## config.mk

```make
export PLATFORM = sky130hd
export DESIGN_NAME = trg_guard
export DESIGN_NICKNAME = d
export VERILOG_FILES = /design/src/trg_pkg.sv /design/src/trg_region.sv /design/src/trg_guard.sv
export SDC_FILE = /design/constraint.sdc
export NUM_CORES = 1
export LEC_CHECK = 0
export BUFFER_PORTS_ARGS = -buffer_cell sky130_fd_sc_hd__buf_2
export CAP_MARGIN = 10
export CORE_MARGIN = 5
export CORE_UTILIZATION = 37
export CTS_CLUSTER_DIAMETER = 30
export DETAILED_ROUTE_END_ITERATION = 6
export PLACE_DENSITY = 0.92
export SYNTH_ARGS = -nofsm -noshare
export SYNTH_HDL_FRONTEND = slang
export SYNTH_SLANG_ARGS = --single-unit
```

## constraint.sdc

```tcl
create_clock -name clk -period 5.1 [get_ports clk]
set_input_delay 0.255 -clock clk [delete_from_list [all_inputs] [get_ports clk]]
set_output_delay 0.255 -clock clk [all_outputs]
set_load 0.02 [all_outputs]
```

## src/trg_pkg.sv

```systemverilog
/*
  Package for the table read guard and part identification block:
  register byte addresses, field positions, reset values, block ranges.
  Assumes a 22-bit byte address space for configuration and program memory.
*/
package trg_pkg;
  localparam int unsigned ADDR_W          = 22;
  localparam logic [21:0] ADDR_GUARD_LOW  = 22'h30000C;
  localparam logic [21:0] ADDR_GUARD_HIGH = 22'h30000D;
  localparam logic [21:0] ADDR_ID_LOW     = 22'h3FFFFE;
  localparam logic [21:0] ADDR_ID_HIGH    = 22'h3FFFFF;
  localparam int unsigned NUM_REGIONS     = 5;
  localparam int unsigned BOOT_IDX        = 4;
  localparam int unsigned POS_BLK0        = 0;
  localparam int unsigned POS_BLK1        = 1;
  localparam int unsigned POS_BLK2        = 2;
  localparam int unsigned POS_BLK3        = 3;
  localparam int unsigned POS_BOOT        = 6;
  localparam logic [7:0]  GUARD_LOW_MASK  = 8'h0F;
  localparam logic [7:0]  GUARD_HIGH_MASK = 8'h40;
  localparam logic [4:0]  GUARD_RESET     = 5'h1F;
  localparam logic [21:0] BOOT_LO         = 22'h000000;
  localparam logic [21:0] BOOT_HI         = 22'h0001FF;
  localparam logic [21:0] BLK0_LO         = 22'h000200;
  localparam logic [21:0] BLK0_HI         = 22'h001FFF;
  localparam logic [21:0] BLK1_LO         = 22'h002000;
  localparam logic [21:0] BLK1_HI         = 22'h003FFF;
  localparam logic [21:0] BLK2_LO         = 22'h004000;
  localparam logic [21:0] BLK2_HI         = 22'h005FFF;
  localparam logic [21:0] BLK3_LO         = 22'h006000;
  localparam logic [21:0] BLK3_HI         = 22'h007FFF;
  localparam int unsigned ID_LOW_POS      = 5;
  localparam logic [2:0]  PART_ID_LOW_DEF = 3'h6; // Arbitrary value
  localparam logic [7:0]  PART_ID_HIGH_DEF = 8'h5A; // Arbitrary value
  localparam logic [4:0]  REVISION_DEF    = 5'h03; // Arbitrary value
  localparam logic [7:0]  DENIED_DATA     = 8'h00;
endpackage

```

## src/trg_region.sv

```systemverilog
/*
  One guarded program-memory region: reports whether an address falls
  inside it. Assumes inclusive bounds given as parameters.
*/
`timescale 1ns/1ns
`default_nettype none
module trg_region
#(
  parameter logic [21:0] LO = 22'h000000,
  parameter logic [21:0] HI = 22'h000000
)
(
  // Address under test
  input  wire logic [21:0] addr,
  // Hit flag
  output logic             hit
);
  assign hit = (addr >= LO) && (addr <= HI);
endmodule // trg_region
`default_nettype wire

```

## src/trg_guard.sv

```systemverilog
/*
  Table read guard with part identification registers. Holds the five
  clear-only read guard bits, refuses table reads of a guarded region
  issued from code in another region, and answers register reads.
  Assumes a single-cycle strobed register port on the core clock and a
  table-read engine on the same clock that waits for its answer one
  cycle after the request.
*/
// The plain strobed port was chosen for this implementation.
// Summary of operation
// - Block 3 guard refuses foreign table reads
// - Block 2 guard refuses foreign table reads
// - Block 0 guard refuses foreign table reads
// - Boot guard refuses foreign table reads
// - Guards reset to one, only clearable
// - Unused guard bits read as zero
// - Part identifier split over two bytes
`timescale 1ns/1ns
`default_nettype none
module trg_guard
(
  // Clock and reset
  input  wire logic                       clk,
  input  wire logic                       rst_n,
  // Register port
  input  wire logic [trg_pkg::ADDR_W-1:0] reg_addr,
  input  wire logic [7:0]                 reg_wdata,
  input  wire logic                       reg_wr,
  input  wire logic                       reg_rd,
  output logic      [7:0]                 reg_rdata,
  // Table read request
  input  wire logic                       tbl_req,
  input  wire logic [trg_pkg::ADDR_W-1:0] tbl_addr,
  input  wire logic [trg_pkg::ADDR_W-1:0] exec_pc,
  // Program memory data and answer
  input  wire logic [7:0]                 mem_rdata,
  output logic                            tbl_ack,
  output logic      [7:0]                 tbl_data,
  output logic                            tbl_denied,
  // Guard state seen by other logic
  output logic      [4:0]                 guard_bits
);
  import trg_pkg::*;

  logic [4:0] guard_reg;
  logic [4:0] guard_next;
  logic [4:0] tgt_hit;
  logic [4:0] src_hit;
  logic       deny;
  logic [7:0] rd_next;
  logic [7:0] id_low;
  logic [7:0] guard_low_view;
  logic [7:0] guard_high_view;

  // Region decoders, index 0..3 blocks, 4 boot
  trg_region #(.LO(BLK0_LO), .HI(BLK0_HI)) u_t0 (.addr(tbl_addr), .hit(tgt_hit[0]));
  trg_region #(.LO(BLK1_LO), .HI(BLK1_HI)) u_t1 (.addr(tbl_addr), .hit(tgt_hit[1]));
  trg_region #(.LO(BLK2_LO), .HI(BLK2_HI)) u_t2 (.addr(tbl_addr), .hit(tgt_hit[2]));
  trg_region #(.LO(BLK3_LO), .HI(BLK3_HI)) u_t3 (.addr(tbl_addr), .hit(tgt_hit[3]));
  trg_region #(.LO(BOOT_LO), .HI(BOOT_HI)) u_tb (.addr(tbl_addr), .hit(tgt_hit[4]));
  trg_region #(.LO(BLK0_LO), .HI(BLK0_HI)) u_s0 (.addr(exec_pc), .hit(src_hit[0]));
  trg_region #(.LO(BLK1_LO), .HI(BLK1_HI)) u_s1 (.addr(exec_pc), .hit(src_hit[1]));
  trg_region #(.LO(BLK2_LO), .HI(BLK2_HI)) u_s2 (.addr(exec_pc), .hit(src_hit[2]));
  trg_region #(.LO(BLK3_LO), .HI(BLK3_HI)) u_s3 (.addr(exec_pc), .hit(src_hit[3]));
  trg_region #(.LO(BOOT_LO), .HI(BOOT_HI)) u_sb (.addr(exec_pc), .hit(src_hit[4]));

  // Guard bits: writing zero clears, writing one leaves unchanged
  always_comb
  begin
    guard_next = guard_reg;
    if (reg_wr && reg_addr == ADDR_GUARD_LOW)
    begin
      guard_next[0] = guard_reg[0] & reg_wdata[POS_BLK0];
      guard_next[1] = guard_reg[1] & reg_wdata[POS_BLK1];
      guard_next[2] = guard_reg[2] & reg_wdata[POS_BLK2];
      guard_next[3] = guard_reg[3] & reg_wdata[POS_BLK3];
    end
    if (reg_wr && reg_addr == ADDR_GUARD_HIGH)
    begin
      guard_next[BOOT_IDX] = guard_reg[BOOT_IDX] & reg_wdata[POS_BOOT];
    end
  end

  always_ff @(posedge clk)
  begin
    if (!rst_n)
      guard_reg <= GUARD_RESET;
    else
      guard_reg <= guard_next;
  end

  // A guarded region refuses reads unless code runs in that same region
  assign deny = |(tgt_hit & ~guard_reg & ~src_hit);

  always_ff @(posedge clk)
  begin
    if (!rst_n)
    begin
      tbl_ack    <= 1'b0;
      tbl_data   <= DENIED_DATA;
      tbl_denied <= 1'b0;
    end
    else
    begin
      tbl_ack    <= tbl_req;
      tbl_denied <= tbl_req & deny;
      if (tbl_req)
        tbl_data <= deny ? DENIED_DATA : mem_rdata;
    end
  end

  // Register views with unused bits forced to zero
  assign guard_low_view  = {4'h0, guard_reg[3:0]} & GUARD_LOW_MASK;
  assign guard_high_view = {1'b0, guard_reg[BOOT_IDX], 6'h00} & GUARD_HIGH_MASK;
  assign id_low          = {PART_ID_LOW_DEF, REVISION_DEF};

  always_comb
  begin
    rd_next = 8'h00;
    case (reg_addr)
      ADDR_GUARD_LOW:  rd_next = guard_low_view;
      ADDR_GUARD_HIGH: rd_next = guard_high_view;
      ADDR_ID_LOW:     rd_next = id_low;
      ADDR_ID_HIGH:    rd_next = PART_ID_HIGH_DEF;
      default:         rd_next = 8'h00;
    endcase
  end

  always_ff @(posedge clk)
  begin
    if (!rst_n)
      reg_rdata <= 8'h00;
    else if (reg_rd)
      reg_rdata <= rd_next;
    else
      reg_rdata <= 8'h00;
  end

  always_ff @(posedge clk)
  begin
    if (!rst_n)
      guard_bits <= GUARD_RESET;
    else
      guard_bits <= guard_next;
  end

  AST_GUARD_NEVER_SETS: assert property (
    @(posedge clk) disable iff (!rst_n)
    ##1 !$past(guard_reg[0]) |-> !guard_reg[0])
    else $error("guard bit returned to one");

  AST_BOOT_NEVER_SETS: assert property (
    @(posedge clk) disable iff (!rst_n)
    ##1 !$past(guard_reg[BOOT_IDX]) |-> !guard_reg[BOOT_IDX])
    else $error("boot guard returned to one");

  AST_BLK3_DENY: assert property (
    @(posedge clk) disable iff (!rst_n)
    tbl_req && !guard_reg[3] && tgt_hit[3] && !src_hit[3] |=> tbl_denied && tbl_data == DENIED_DATA)
    else $error("block 3 foreign read passed");

  AST_BLK2_DENY: assert property (
    @(posedge clk) disable iff (!rst_n)
    tbl_req && !guard_reg[2] && tgt_hit[2] && !src_hit[2] |=> tbl_denied)
    else $error("block 2 foreign read passed");

  AST_BLK1_DENY: assert property (
    @(posedge clk) disable iff (!rst_n)
    tbl_req && !guard_reg[1] && tgt_hit[1] && !src_hit[1] |=> tbl_denied)
    else $error("block 1 foreign read passed");

  AST_BLK0_DENY: assert property (
    @(posedge clk) disable iff (!rst_n)
    tbl_req && !guard_reg[0] && tgt_hit[0] && !src_hit[0] |=> tbl_denied)
    else $error("block 0 foreign read passed");

  AST_BOOT_DENY: assert property (
    @(posedge clk) disable iff (!rst_n)
    tbl_req && !guard_reg[4] && tgt_hit[4] && !src_hit[4] |=> tbl_denied)
    else $error("boot foreign read passed");

  AST_OPEN_PASSES: assert property (
    @(posedge clk) disable iff (!rst_n)
    tbl_req && (tgt_hit & ~guard_reg) == 5'h00 |=> tbl_ack && !tbl_denied
      && tbl_data == $past(mem_rdata))
    else $error("unguarded read refused or corrupted");

  AST_UNUSED_ZERO: assert property (
    @(posedge clk) disable iff (!rst_n)
    reg_rd && reg_addr == ADDR_GUARD_LOW |=> reg_rdata[7:4] == 4'h0)
    else $error("unused block guard bit read nonzero");

  AST_ID_HIGH: assert property (
    @(posedge clk) disable iff (!rst_n)
    reg_rd && reg_addr == ADDR_ID_HIGH |=> reg_rdata == PART_ID_HIGH_DEF)
    else $error("id high byte wrong");

  AST_ID_LOW: assert property (
    @(posedge clk) disable iff (!rst_n)
    reg_rd && reg_addr == ADDR_ID_LOW |=> reg_rdata[4:0] == REVISION_DEF
      && reg_rdata[7:5] == PART_ID_LOW_DEF)
    else $error("id low byte wrong");

  AST_GUARD_NO_RISE: assert property (
    @(posedge clk) disable iff (!rst_n)
    ##1 (guard_reg & ~$past(guard_reg)) == 5'h00)
    else $error("a guard bit returned to one");

  AST_GUARD_HOLD: assert property (
    @(posedge clk) disable iff (!rst_n)
    !(reg_wr && (reg_addr == ADDR_GUARD_LOW || reg_addr == ADDR_GUARD_HIGH))
      |=> $stable(guard_reg))
    else $error("guard bits changed without a guard write");

  AST_CLEAR_LOW: assert property (
    @(posedge clk) disable iff (!rst_n)
    reg_wr && reg_addr == ADDR_GUARD_LOW
      |=> guard_reg[3:0] == ($past(guard_reg[3:0]) & $past(reg_wdata[3:0])))
    else $error("block guard write not applied as clear only");

  AST_CLEAR_BOOT: assert property (
    @(posedge clk) disable iff (!rst_n)
    reg_wr && reg_addr == ADDR_GUARD_HIGH
      |=> guard_reg[BOOT_IDX] == ($past(guard_reg[BOOT_IDX]) & $past(reg_wdata[POS_BOOT])))
    else $error("boot guard write not applied as clear only");

  AST_GUARD_MIRROR: assert property (
    @(posedge clk) disable iff (!rst_n)
    guard_bits == guard_reg)
    else $error("guard output differs from guard state");

  AST_RESET_STATE: assert property (
    @(posedge clk)
    !rst_n |=> guard_reg == GUARD_RESET && guard_bits == GUARD_RESET
      && !tbl_ack && !tbl_denied && reg_rdata == 8'h00)
    else $error("state after reset wrong");

  AST_LOW_VIEW: assert property (
    @(posedge clk) disable iff (!rst_n)
    reg_rd && reg_addr == ADDR_GUARD_LOW |=> reg_rdata == {4'h0, $past(guard_reg[3:0])})
    else $error("block guards read back wrong");

  AST_HIGH_VIEW: assert property (
    @(posedge clk) disable iff (!rst_n)
    reg_rd && reg_addr == ADDR_GUARD_HIGH
      |=> reg_rdata == {1'b0, $past(guard_reg[BOOT_IDX]), 6'h00})
    else $error("boot guard read back wrong");

  AST_UNUSED_ZERO_HIGH: assert property (
    @(posedge clk) disable iff (!rst_n)
    reg_rd && reg_addr == ADDR_GUARD_HIGH
      |=> reg_rdata[7] == 1'b0 && reg_rdata[5:0] == 6'h00)
    else $error("unused boot guard bit read nonzero");

  AST_UNMAPPED_ZERO: assert property (
    @(posedge clk) disable iff (!rst_n)
    reg_rd && reg_addr != ADDR_GUARD_LOW && reg_addr != ADDR_GUARD_HIGH
      && reg_addr != ADDR_ID_LOW && reg_addr != ADDR_ID_HIGH |=> reg_rdata == 8'h00)
    else $error("unmapped register read nonzero");

  AST_RDATA_IDLE: assert property (
    @(posedge clk) disable iff (!rst_n)
    !reg_rd |=> reg_rdata == 8'h00)
    else $error("read data shown without a read");

  AST_ACK_FOLLOWS: assert property (
    @(posedge clk) disable iff (!rst_n)
    tbl_req |=> tbl_ack)
    else $error("table read not answered");

  AST_ACK_DROPS: assert property (
    @(posedge clk) disable iff (!rst_n)
    !tbl_req |=> !tbl_ack && !tbl_denied)
    else $error("table answer without a request");

  AST_DENY_DATA_ZERO: assert property (
    @(posedge clk) disable iff (!rst_n)
    tbl_denied |-> tbl_ack && tbl_data == DENIED_DATA)
    else $error("refused read leaked data");

  AST_DATA_HOLDS: assert property (
    @(posedge clk) disable iff (!rst_n)
    !tbl_req |=> $stable(tbl_data))
    else $error("table data changed without a request");

  AST_SAME_REGION_PASSES: assert property (
    @(posedge clk) disable iff (!rst_n)
    tbl_req && (tgt_hit & src_hit) != 5'h00 |=> !tbl_denied)
    else $error("read from own region refused");

  AST_ABOVE_BLOCKS_OPEN: assert property (
    @(posedge clk) disable iff (!rst_n)
    tbl_req && tbl_addr > BLK3_HI |=> !tbl_denied)
    else $error("unguarded address refused");

  AST_TARGET_ONE_REGION: assert property (
    @(posedge clk) disable iff (!rst_n)
    $onehot0(tgt_hit))
    else $error("target address in two regions");

  AST_SOURCE_ONE_REGION: assert property (
    @(posedge clk) disable iff (!rst_n)
    $onehot0(src_hit))
    else $error("executing address in two regions");
endmodule // trg_guard
`default_nettype wire

```

==> results of run 1 <==
[worst max-delay path, cell delays in order]
cell and delay [ps]:
buf_2 100, or4_1 500, or4_4 530, or4_4 520
o21ai_1 130, nand2_1 60
[layout make-up]
class | instances | area [um2] | area share, %
flip-flops and latches | 22 | 440 | 29.4
multi-input cells | 94 | 552 | 36.8
clock buffers | 3 | 22.5 | 1.50
inverters | 3 | 11.3 | 0.751
well taps | 31 | 38.8 | 2.59
repair buffers | 87 | 435 | 29.0
[how the worst min path moves through the flow]
stage	start	endpoint	slack, ps
after CTS	reg_wdata[1]	guard_bits[1]$_SDFFE_PN1P_	160
final	reg_wdata[1]	guard_bits[1]$_SDFFE_PN1P_	170
after floorplan	reg_addr[0]	reg_rdata[0]$_SDFF_PN0_	330
after detailed placement	reg_wdata[1]	guard_bits[1]$_SDFFE_PN1P_	470
after global routing	reg_wdata[1]	guard_bits[1]$_SDFFE_PN1P_	150
after global placement	tbl_data[5]$_SDFFE_PN0P_	tbl_data[5]$_SDFFE_PN0P_	460
[layer usage]
layer  up-vias  share of wire (%)  track usage, %  wire length, um
met3         2                 11            6.29              313
met4         0               0.44            3.18               13
met1       525                 38            15.4             1140
met5         -                  0               0                0
li1        634                  -               -                -
met2        48                 51            26.4             1510
[Yosys cell counts]
master	count	area (um2)
a211oi_1	1	7.51
a21o_1	1	7.51
a21oi_1	3	15.0
a221oi_1	1	8.76
and2_1	2	12.5
and4_1	1	8.76
and4b_1	1	10.0
buf_4	1	7.51
clkbuf_1	3	11.3
conb_1	1	3.75
dfxtp_1	22	440
inv_1	3	11.3
mux2i_1	1	10.0
nand2_1	13	48.8
nand3_1	11	55.1
nand3b_1	8	60.1
nand4_1	6	37.5
nor2_1	4	15.0
nor3_1	5	25.0
nor3b_1	3	22.5
nor4_1	6	37.5
nor4bb_1	1	10.0
o21ai_0	10	50.1
o21ai_1	4	20.0
o22ai_1	1	6.26
o31ai_1	1	7.51
or2_2	1	6.26
or3_1	1	6.26
or4_1	5	37.5
or4_4	2	22.5
[cells by family after synthesis]
logic type             synth area share [%]
AOI/OAI and AO/OA                      12.0
muxes                                 0.979
DFF                                    43.1
and+or+nand+nor                        40.6
buffers and inverters                  2.94
other                                 0.367
[registers in the layout (all words and copies together) (netlist names)]
register	cells
reg_rdata	7
tbl_denied	1
guard_bits	5
tbl_data	8
tbl_ack	1
[power by group]
| part | switching (mW) | internal (mW) |
|---|---|---|
| clock network | 0.0454 | 0.0274 |
| registers | 0.00175 | 0.176 |
| logic | 0.0252 | 0.0261 |
| total | 0.0723 | 0.229 |
==> results.py, run 1 <==
metrics = {
    "cts": {
        "cts_tree": "yes",
        "clockRootBuffer": "clkbuf_4",
        "cts.clk_slew.worst_paths_ps": 100,
        "cts_resized": 0,
        "htree_num_levels": 1,
        "cts_hold_buffers": 0,
        "clock_latency_ps": 290,
        "cts_made_buffers": 3,
        "post-cts-setup-buffer-count": 0,
        "cts_buffer_depth": 2,
        "clock_sinks": 22,
    },
    "placement": {
        "placed_cells": 237,
        "gp_congestion": 0.818,
        "dpl_cell_area_um2": 1480,
        "io_buffers": 87,
        "place_ws_ps": 2860,
        "dp_hpwl_um": 2530,
    },
    "synthesis": {
        "synthCells": 123,
        "syn_area_um2": 1020,
        "yosysUniqueCellTypes": 30,
        "synth_area_per_cell_um2": 8.31,
        "ys_warn_count": 0,
        "ys_seq_area_share_pct": 43.1,
        "synth_seq_cells": 22,
        "synth_fp_nets": 210,
    },
    "route": {
        "drtIter0Drc": 60,
        "via_per_inst": 5.04,
        "ant_nets": 0,
        "wl_per_cell_um": 12.4,
        "drc": 0,
        "vias": 1209,
        "dr.pass1.iters": 4,
        "wl_um": 2970,
    },
    "power": {
        "p_leak_nw": 0.687,
        "p_total_mw": 0.302,
        "power_density_nw_per_um2": 201,
        "max-vdd-ir-drop_v": 0.000166,
    },
    "worst_setup_path": {
        "cp-end-kind": "flip-flop",
        "r2r-start": "guard_bits[1]$_SDFFE_PN1P_",
        "r2r_slack_ps": 3460,
        "critPathRequiredTime_ps": 5280,
        "critPathMaxFanout": 4,
        "reg2reg_to": "tbl_data[5]$_SDFFE_PN0P_",
        "cp-startpoint": "reg_addr[5]",
        "crit_arrival_ps": 2100,
        "path_class": "in -> reg",
        "critical_path.endpoint": "guard_bits[0]$_SDFFE_PN1P_",
        "cp-start-kind": "primary input",
        "worstRegToRegCells": 5,
    },
    "global_routing": {
        "antenna_found_initial": 0,
        "grt_pass1_wl_um": 4860,
        "track_usage_pct": 14.6,
        "grt_overflow": 0,
        "grt_max_degree": 25,
        "first_global_vias": 1125,
    },
    "finish": {
        "antennaDiodeCount": 0,
        "n_fill_cell": 279,
        "layout_commonest_cell": "buf_2",
        "area_delta_synth_final_pct": 46.8,
        "stdcell_area_um2": 1500,
        "finalCoreUtilization_pct": 55.4,
        "layoutNonFillerInstCount": 240,
        "drive_above_1_share_pct": 44.5,
        "layout.nets": 298,
        "layout_common_cells": "buf_2, dfxtp_1, nand2_1, nand3_1, o21ai_0",
    },
    "floorplan": {
        "pin_count": 110,
        "start_util_pct": 37.7,
        "core_um2": 2710,
        "die_area_um2": 3910,
        "die_width_um": 62.6,
        "die_h_um": 62.6,
        "floorplan.rows": 19,
    },
    "timing": {
        "drv_slew": 0,
        "finalSetupViolCount": 0,
        "hold_violations": 0,
        "fin_hold_ws_ps": 166,
        "setup_tns_ps": 0,
        "rsz0062_at_grt": "false",
        "setup_ws_ps": 3170,
        "fin_crit_sh_pct": 37.8,
        "period_needed_ps": 1930,
        "max_freq_ghz": 0.519,
        "skew_ps": 4.75,
    },
    "run_status": {
        "outcome": "finished, final reports clean",
    },
    "hold_path": {
        "whs_path_depth": 3,
        "hp-class": "in -> reg",
    },
    "flow_run": {
        "drv_cap": 0,
    },
}
Note: power is estimated with default switching activity, not from simulation.
==> run 2: changes to the inputs <==
--- a/config.mk
+++ b/config.mk
@@ -8,10 +8,10 @@
 export BUFFER_PORTS_ARGS = -buffer_cell sky130_fd_sc_hd__buf_2
 export CAP_MARGIN = 10
 export CORE_MARGIN = 5
-export CORE_UTILIZATION = 37
+export CORE_UTILIZATION = 34
 export CTS_CLUSTER_DIAMETER = 30
 export DETAILED_ROUTE_END_ITERATION = 6
-export PLACE_DENSITY = 0.92
+export PLACE_DENSITY = 0.86
 export SYNTH_ARGS = -nofsm -noshare
 export SYNTH_HDL_FRONTEND = slang
 export SYNTH_SLANG_ARGS = --single-unit
==> constraint.sdc (replaced) <==
create_clock -name clk -period 1.9 [get_ports clk]
set_input_delay 0.095 -clock clk [delete_from_list [all_inputs] [get_ports clk]]
set_output_delay 0.095 -clock clk [all_outputs]
set_load 0.02 [all_outputs]
==> results.py, run 2 (synthesis gave the netlist of run 1 again) <==
metrics = {
    "run_status": {
        "outcome": "finished, final reports clean",
    },
    "power": {
        "max-vdd-ir-drop_v": 0.000374,
        "power_density_nw_per_um2": 561,
        "p_leak_nw": 0.707,
    },
    "route": {
        "ant_nets": 0,
        "wl_um": 3080,
        "via_per_inst": 5.08,
        "drtIter0Drc": 22,
        "wl_per_cell_um": 12.6,
        "dr.pass1.iters": 4,
        "drc": 0,
        "vias": 1240,
    },
    "worst_setup_path": {
        "cp-start-kind": "primary input",
        "crit_buf_inv": 1,
        "crit_arrival_ps": 1920,
        "crit_path_frequent_cell": "or4_4",
        "critPathRequiredTime_ps": 2080,
        "max_stage_delay_ps": 570,
        "critPathMaxFanout": 4,
        "cp_top_family": "simple AND/OR/NAND/NOR gates",
        "path_class": "in -> reg",
        "cp-end-kind": "flip-flop",
        "cp_slowest_cell": "or4_4",
        "cp_cell_sequence": "buf_2 -> or4_1 -> or4_4 -> or4_4 -> o21ai_1 -> nand2_1",
    },
    "placement": {
        "io_buffers": 87,
        "dpl_cell_area_um2": 1490,
        "dp_hpwl_um": 2560,
        "gp_congestion": 0.833,
    },
    "finish": {
        "layout.nets": 301,
        "largest_reg_flops": 8,
        "n_fill_cell": 276,
        "area_delta_synth_final_pct": 50.8,
        "regMostFlops": "tbl_data",
        "layout_commonest_cell": "buf_2",
        "largestRegisters": "tbl_data x8, reg_rdata x7, guard_bits x5",
        "drive_above_1_share_pct": 44.6,
        "antennaDiodeCount": 0,
        "stdcell_area_um2": 1540,
        "finalCoreUtilization_pct": 54.5,
        "layout_common_cells": "buf_2, dfxtp_1, nand2_1, nand3_1, o21ai_0",
    },
    "timing": {
        "max_freq_ghz": 0.575,
        "fin_crit_sh_pct": 91.5,
        "finalSetupViolCount": 0,
        "drv_slew": 0,
        "hold_violations": 0,
        "skew_ps": 2.56,
        "rsz0062_at_grt": "false",
        "fin_hold_ws_ps": 9.15,
        "period_needed_ps": 1740,
    },
    "cts": {
        "cts_made_buffers": 3,
        "clock_sinks": 22,
        "cts.clk_slew.worst_paths_ps": 110,
        "htree_num_levels": 1,
        "cts_buffer_depth": 2,
        "cts_tree": "yes",
        "clockRootBuffer": "clkbuf_4",
        "cts_resized": 0,
        "clock_latency_ps": 300,
    },
    "global_routing": {
        "track_usage_pct": 13.8,
        "grt_max_degree": 25,
        "antenna_found_initial": 0,
        "grt_pass1_wl_um": 4760,
        "grt_overflow": 0,
        "first_global_vias": 1156,
    },
    "hold_path": {
        "hp-class": "in -> reg",
    },
    "floorplan": {
        "die_area_um2": 4200,
        "start_util_pct": 36.1,
        "die_width_um": 64.8,
        "floorplan.rows": 19,
        "die_h_um": 64.8,
        "core_um2": 2830,
        "pin_count": 110,
    },
    "flow_run": {
        "drv_cap": 0,
    },
}
==> run 2: worst paths after layout <==
check	startpoint	end	slack, ps	cells after the start
worst max-delay path	reg_addr[5]	guard_bits[0]$_SDFFE_PN1P_	160	6
worst min-delay path	reg_wdata[2]	guard_bits[2]$_SDFFE_PN1P_	9	3
worst max register to register	guard_bits[1]$_SDFFE_PN1P_	tbl_data[5]$_SDFFE_PN0P_	290	5
worst min register to register	tbl_data[2]$_SDFFE_PN0P_	tbl_data[2]$_SDFFE_PN0P_	490	2
==> run 2: per-layer routing <==
metal | track usage (%) | vias up | part of all wire [%] | wire (um)
met3 | 3.80 | 4 | 9.2 | 284
met4 | 5.80 | 0 | 1.1 | 33
met1 | 15.5 | 546 | 40 | 1220
met5 | 0 | - | 0 | 0
li1 | - | 641 | - | -
met2 | 24.5 | 49 | 50 | 1550
==> run 2: repair_timing <==
item | CTS | global route
setup endpoints to repair | 0 | 0
endpoints found under the hold margin | 1 | 1
hold buffers | 1 | 1
buffers inserted | 0 | 0
==> run 2: area by class of cell <==
| cell class | instances | area (um2) | area share (%) |
|---|---|---|---|
| well taps | 31 | 38.8 | 2.52 |
| flip-flops and latches | 22 | 440 | 28.6 |
| clock buffers | 4 | 36.3 | 2.35 |
| repair buffers | 90 | 463 | 30.0 |
| inverters | 3 | 11.3 | 0.731 |
| multi-input cells | 94 | 552 | 35.8 |
==> run 2: metrics by stage <==
stage               instances  total power [mW]  setup TNS, ps  setup WS [ps]
global route              244             0.919              0            103
global placement          238             0.622           -500           -135
detailed placement        238             0.626           -602           -155
finish                    244             0.865              0            161
CTS                       243             0.873              0            170
floorplan                 123             0.537              0           2.51
==> run 2: power breakdown <==
| group | internal (mW) | total [mW] | switching [mW] |
|---|---|---|---|
| Sequential | 0.472 | 0.477 | 0.00462 |
| Combinational | 0.0726 | 0.141 | 0.0688 |
| Clock | 0.117 | 0.247 | 0.130 |
| Total | 0.661 | 0.865 | 0.203 |
==> run 2: worst register-to-register path: cells and delay by family, from the launching register on <==
kind / cells / cell delay, ps
AND/OR/NAND/NOR: 1 / 320
flip-flops: 1 / 350
AO/OA/AOI/OAI: 4 / 830
==> run 3: changes to the inputs <==
--- a/config.mk
+++ b/config.mk
@@ -11,6 +11,7 @@
 export CORE_UTILIZATION = 34
 export CTS_CLUSTER_DIAMETER = 30
 export DETAILED_ROUTE_END_ITERATION = 6
+export MAX_ROUTING_LAYER = met4
 export PLACE_DENSITY = 0.86
 export SYNTH_ARGS = -nofsm -noshare
 export SYNTH_HDL_FRONTEND = slang
==> results.py, run 3 (synthesis gave the netlist of run 1 again) <==
metrics = {
    "run_status": {
        "outcome": "finished, final reports clean",
    },
    "cts": {
        "cts_buffer_depth": 2,
        "clockRootBuffer": "clkbuf_4",
        "cts_hold_buffers": 1,
        "clock_sinks": 22,
        "cts_made_buffers": 3,
        "cts_tree": "yes",
        "cts.clk_slew.worst_paths_ps": 110,
        "cts_resized": 0,
        "htree_num_levels": 1,
        "clock_latency_ps": 300,
        "post-cts-setup-buffer-count": 0,
    },
    "floorplan": {
        "floorplan.rows": 19,
        "die_width_um": 64.8,
        "start_util_pct": 36.1,
        "pin_count": 110,
        "core_um2": 2830,
        "die_h_um": 64.8,
        "die_area_um2": 4200,
    },
    "power": {
        "power_density_nw_per_um2": 562,
        "p_total_mw": 0.866,
        "p_leak_nw": 0.707,
        "max-vdd-ir-drop_v": 0.000375,
    },
    "timing": {
        "period_needed_ps": 1740,
        "setup_tns_ps": 0,
        "skew_ps": 1.69,
        "hold_violations": 0,
        "fin_hold_ws_ps": 8.12,
        "rsz0062_at_grt": "false",
        "drv_slew": 0,
        "max_freq_ghz": 0.575,
        "finalSetupViolCount": 0,
        "fin_crit_sh_pct": 91.5,
    },
    "route": {
        "drtIter0Drc": 22,
        "wl_um": 3080,
        "drc": 0,
        "wl_per_cell_um": 12.6,
        "via_per_inst": 5.08,
        "dr.pass1.iters": 4,
        "vias": 1240,
        "ant_nets": 0,
    },
    "finish": {
        "multi_input_area_um2": 552,
        "n_fill_cell": 276,
        "register_area_um2": 440,
        "largestRegisters": "tbl_data x8, reg_rdata x7, guard_bits x5",
        "finalCoreUtilization_pct": 54.5,
        "drive_above_1_share_pct": 44.6,
        "layout_common_cells": "buf_2, dfxtp_1, nand2_1, nand3_1, o21ai_0",
        "layoutNonFillerInstCount": 244,
        "layout.nets": 301,
        "largest_reg_flops": 8,
        "regMostFlops": "tbl_data",
        "antennaDiodeCount": 0,
        "area_delta_synth_final_pct": 50.8,
        "layout_commonest_cell": "buf_2",
    },
    "placement": {
        "gp_congestion": 0.846,
        "dp_hpwl_um": 2560,
        "io_buffers": 87,
        "placed_cells": 238,
    },
    "global_routing": {
        "grt_pass1_wl_um": 4770,
        "grt_overflow": 0,
        "antenna_found_initial": 0,
        "first_global_vias": 1156,
        "track_usage_pct": 14.2,
        "grt_max_degree": 25,
    },
    "worst_setup_path": {
        "cp-start-kind": "primary input",
        "path_class": "in -> reg",
        "cp-end-kind": "flip-flop",
        "cp-startpoint": "reg_addr[5]",
        "r2r-start": "guard_bits[1]$_SDFFE_PN1P_",
        "critPathMaxFanout": 4,
        "critPathRequiredTime_ps": 2080,
        "r2r_slack_ps": 290,
        "crit_arrival_ps": 1920,
    },
    "flow_run": {
        "drv_cap": 0,
    },
    "hold_path": {
        "min_from": "reg_wdata[2]",
        "hp-class": "in -> reg",
    },
}
## run 3: cell counts in the layout (fill, tap and decap cells not counted)
Identical to the previous run, type by type.
## run 3: where the power goes
group / internal [mW] / leakage (nW) / switching, mW
registers: 0.472 / 0.179 / 0.00462
clock network: 0.117 / 0.0210 / 0.131
logic: 0.0726 / 0.507 / 0.0688
## run 3: worst paths after layout
kind / to / depth (start not counted)
setup / recovery: guard_bits[0]$_SDFFE_PN1P_ / 6
hold / removal: guard_bits[2]$_SDFFE_PN1P_ / 3
hold reg to reg: tbl_data[2]$_SDFFE_PN0P_ / 2
setup reg to reg: tbl_data[5]$_SDFFE_PN0P_ / 5
## run 3: cell type report
type	count	share of cell area, %
Multi-Input combinational cell	94	35.8
Timing Repair Buffer	90	30.0
Sequential cell	22	28.6
Tap cell	31	2.52
Clock buffer	4	2.35
Inverter	3	0.731
## run 3: per-layer routing
layer | global-route usage (%) | vias up | share of wire (%)
met3 | 3.45 | 4 | 8.7
met4 | 5.80 | 0 | 1.1
met2 | 24.5 | 49 | 50
met1 | 15.7 | 546 | 40
li1 | - | 641 | -
met5 | - | - | 0
## run 3: worst max-delay path, stage by stage
cell     delay, ps
buf_2          100
or4_1          510
or4_4          430
or4_4          570
o21ai_1        150
nand2_1         60
## run 3: through the flow
| step | cell area, um2 | setup slack (ps) |
|---|---|---|
| finish | 1540 | 162 |
| detailed placement | 1490 | -155 |
| floorplan | 1020 | 2.51 |
| global placement | 1490 | -135 |
| CTS | 1530 | 170 |
| global route | 1540 | 103 |
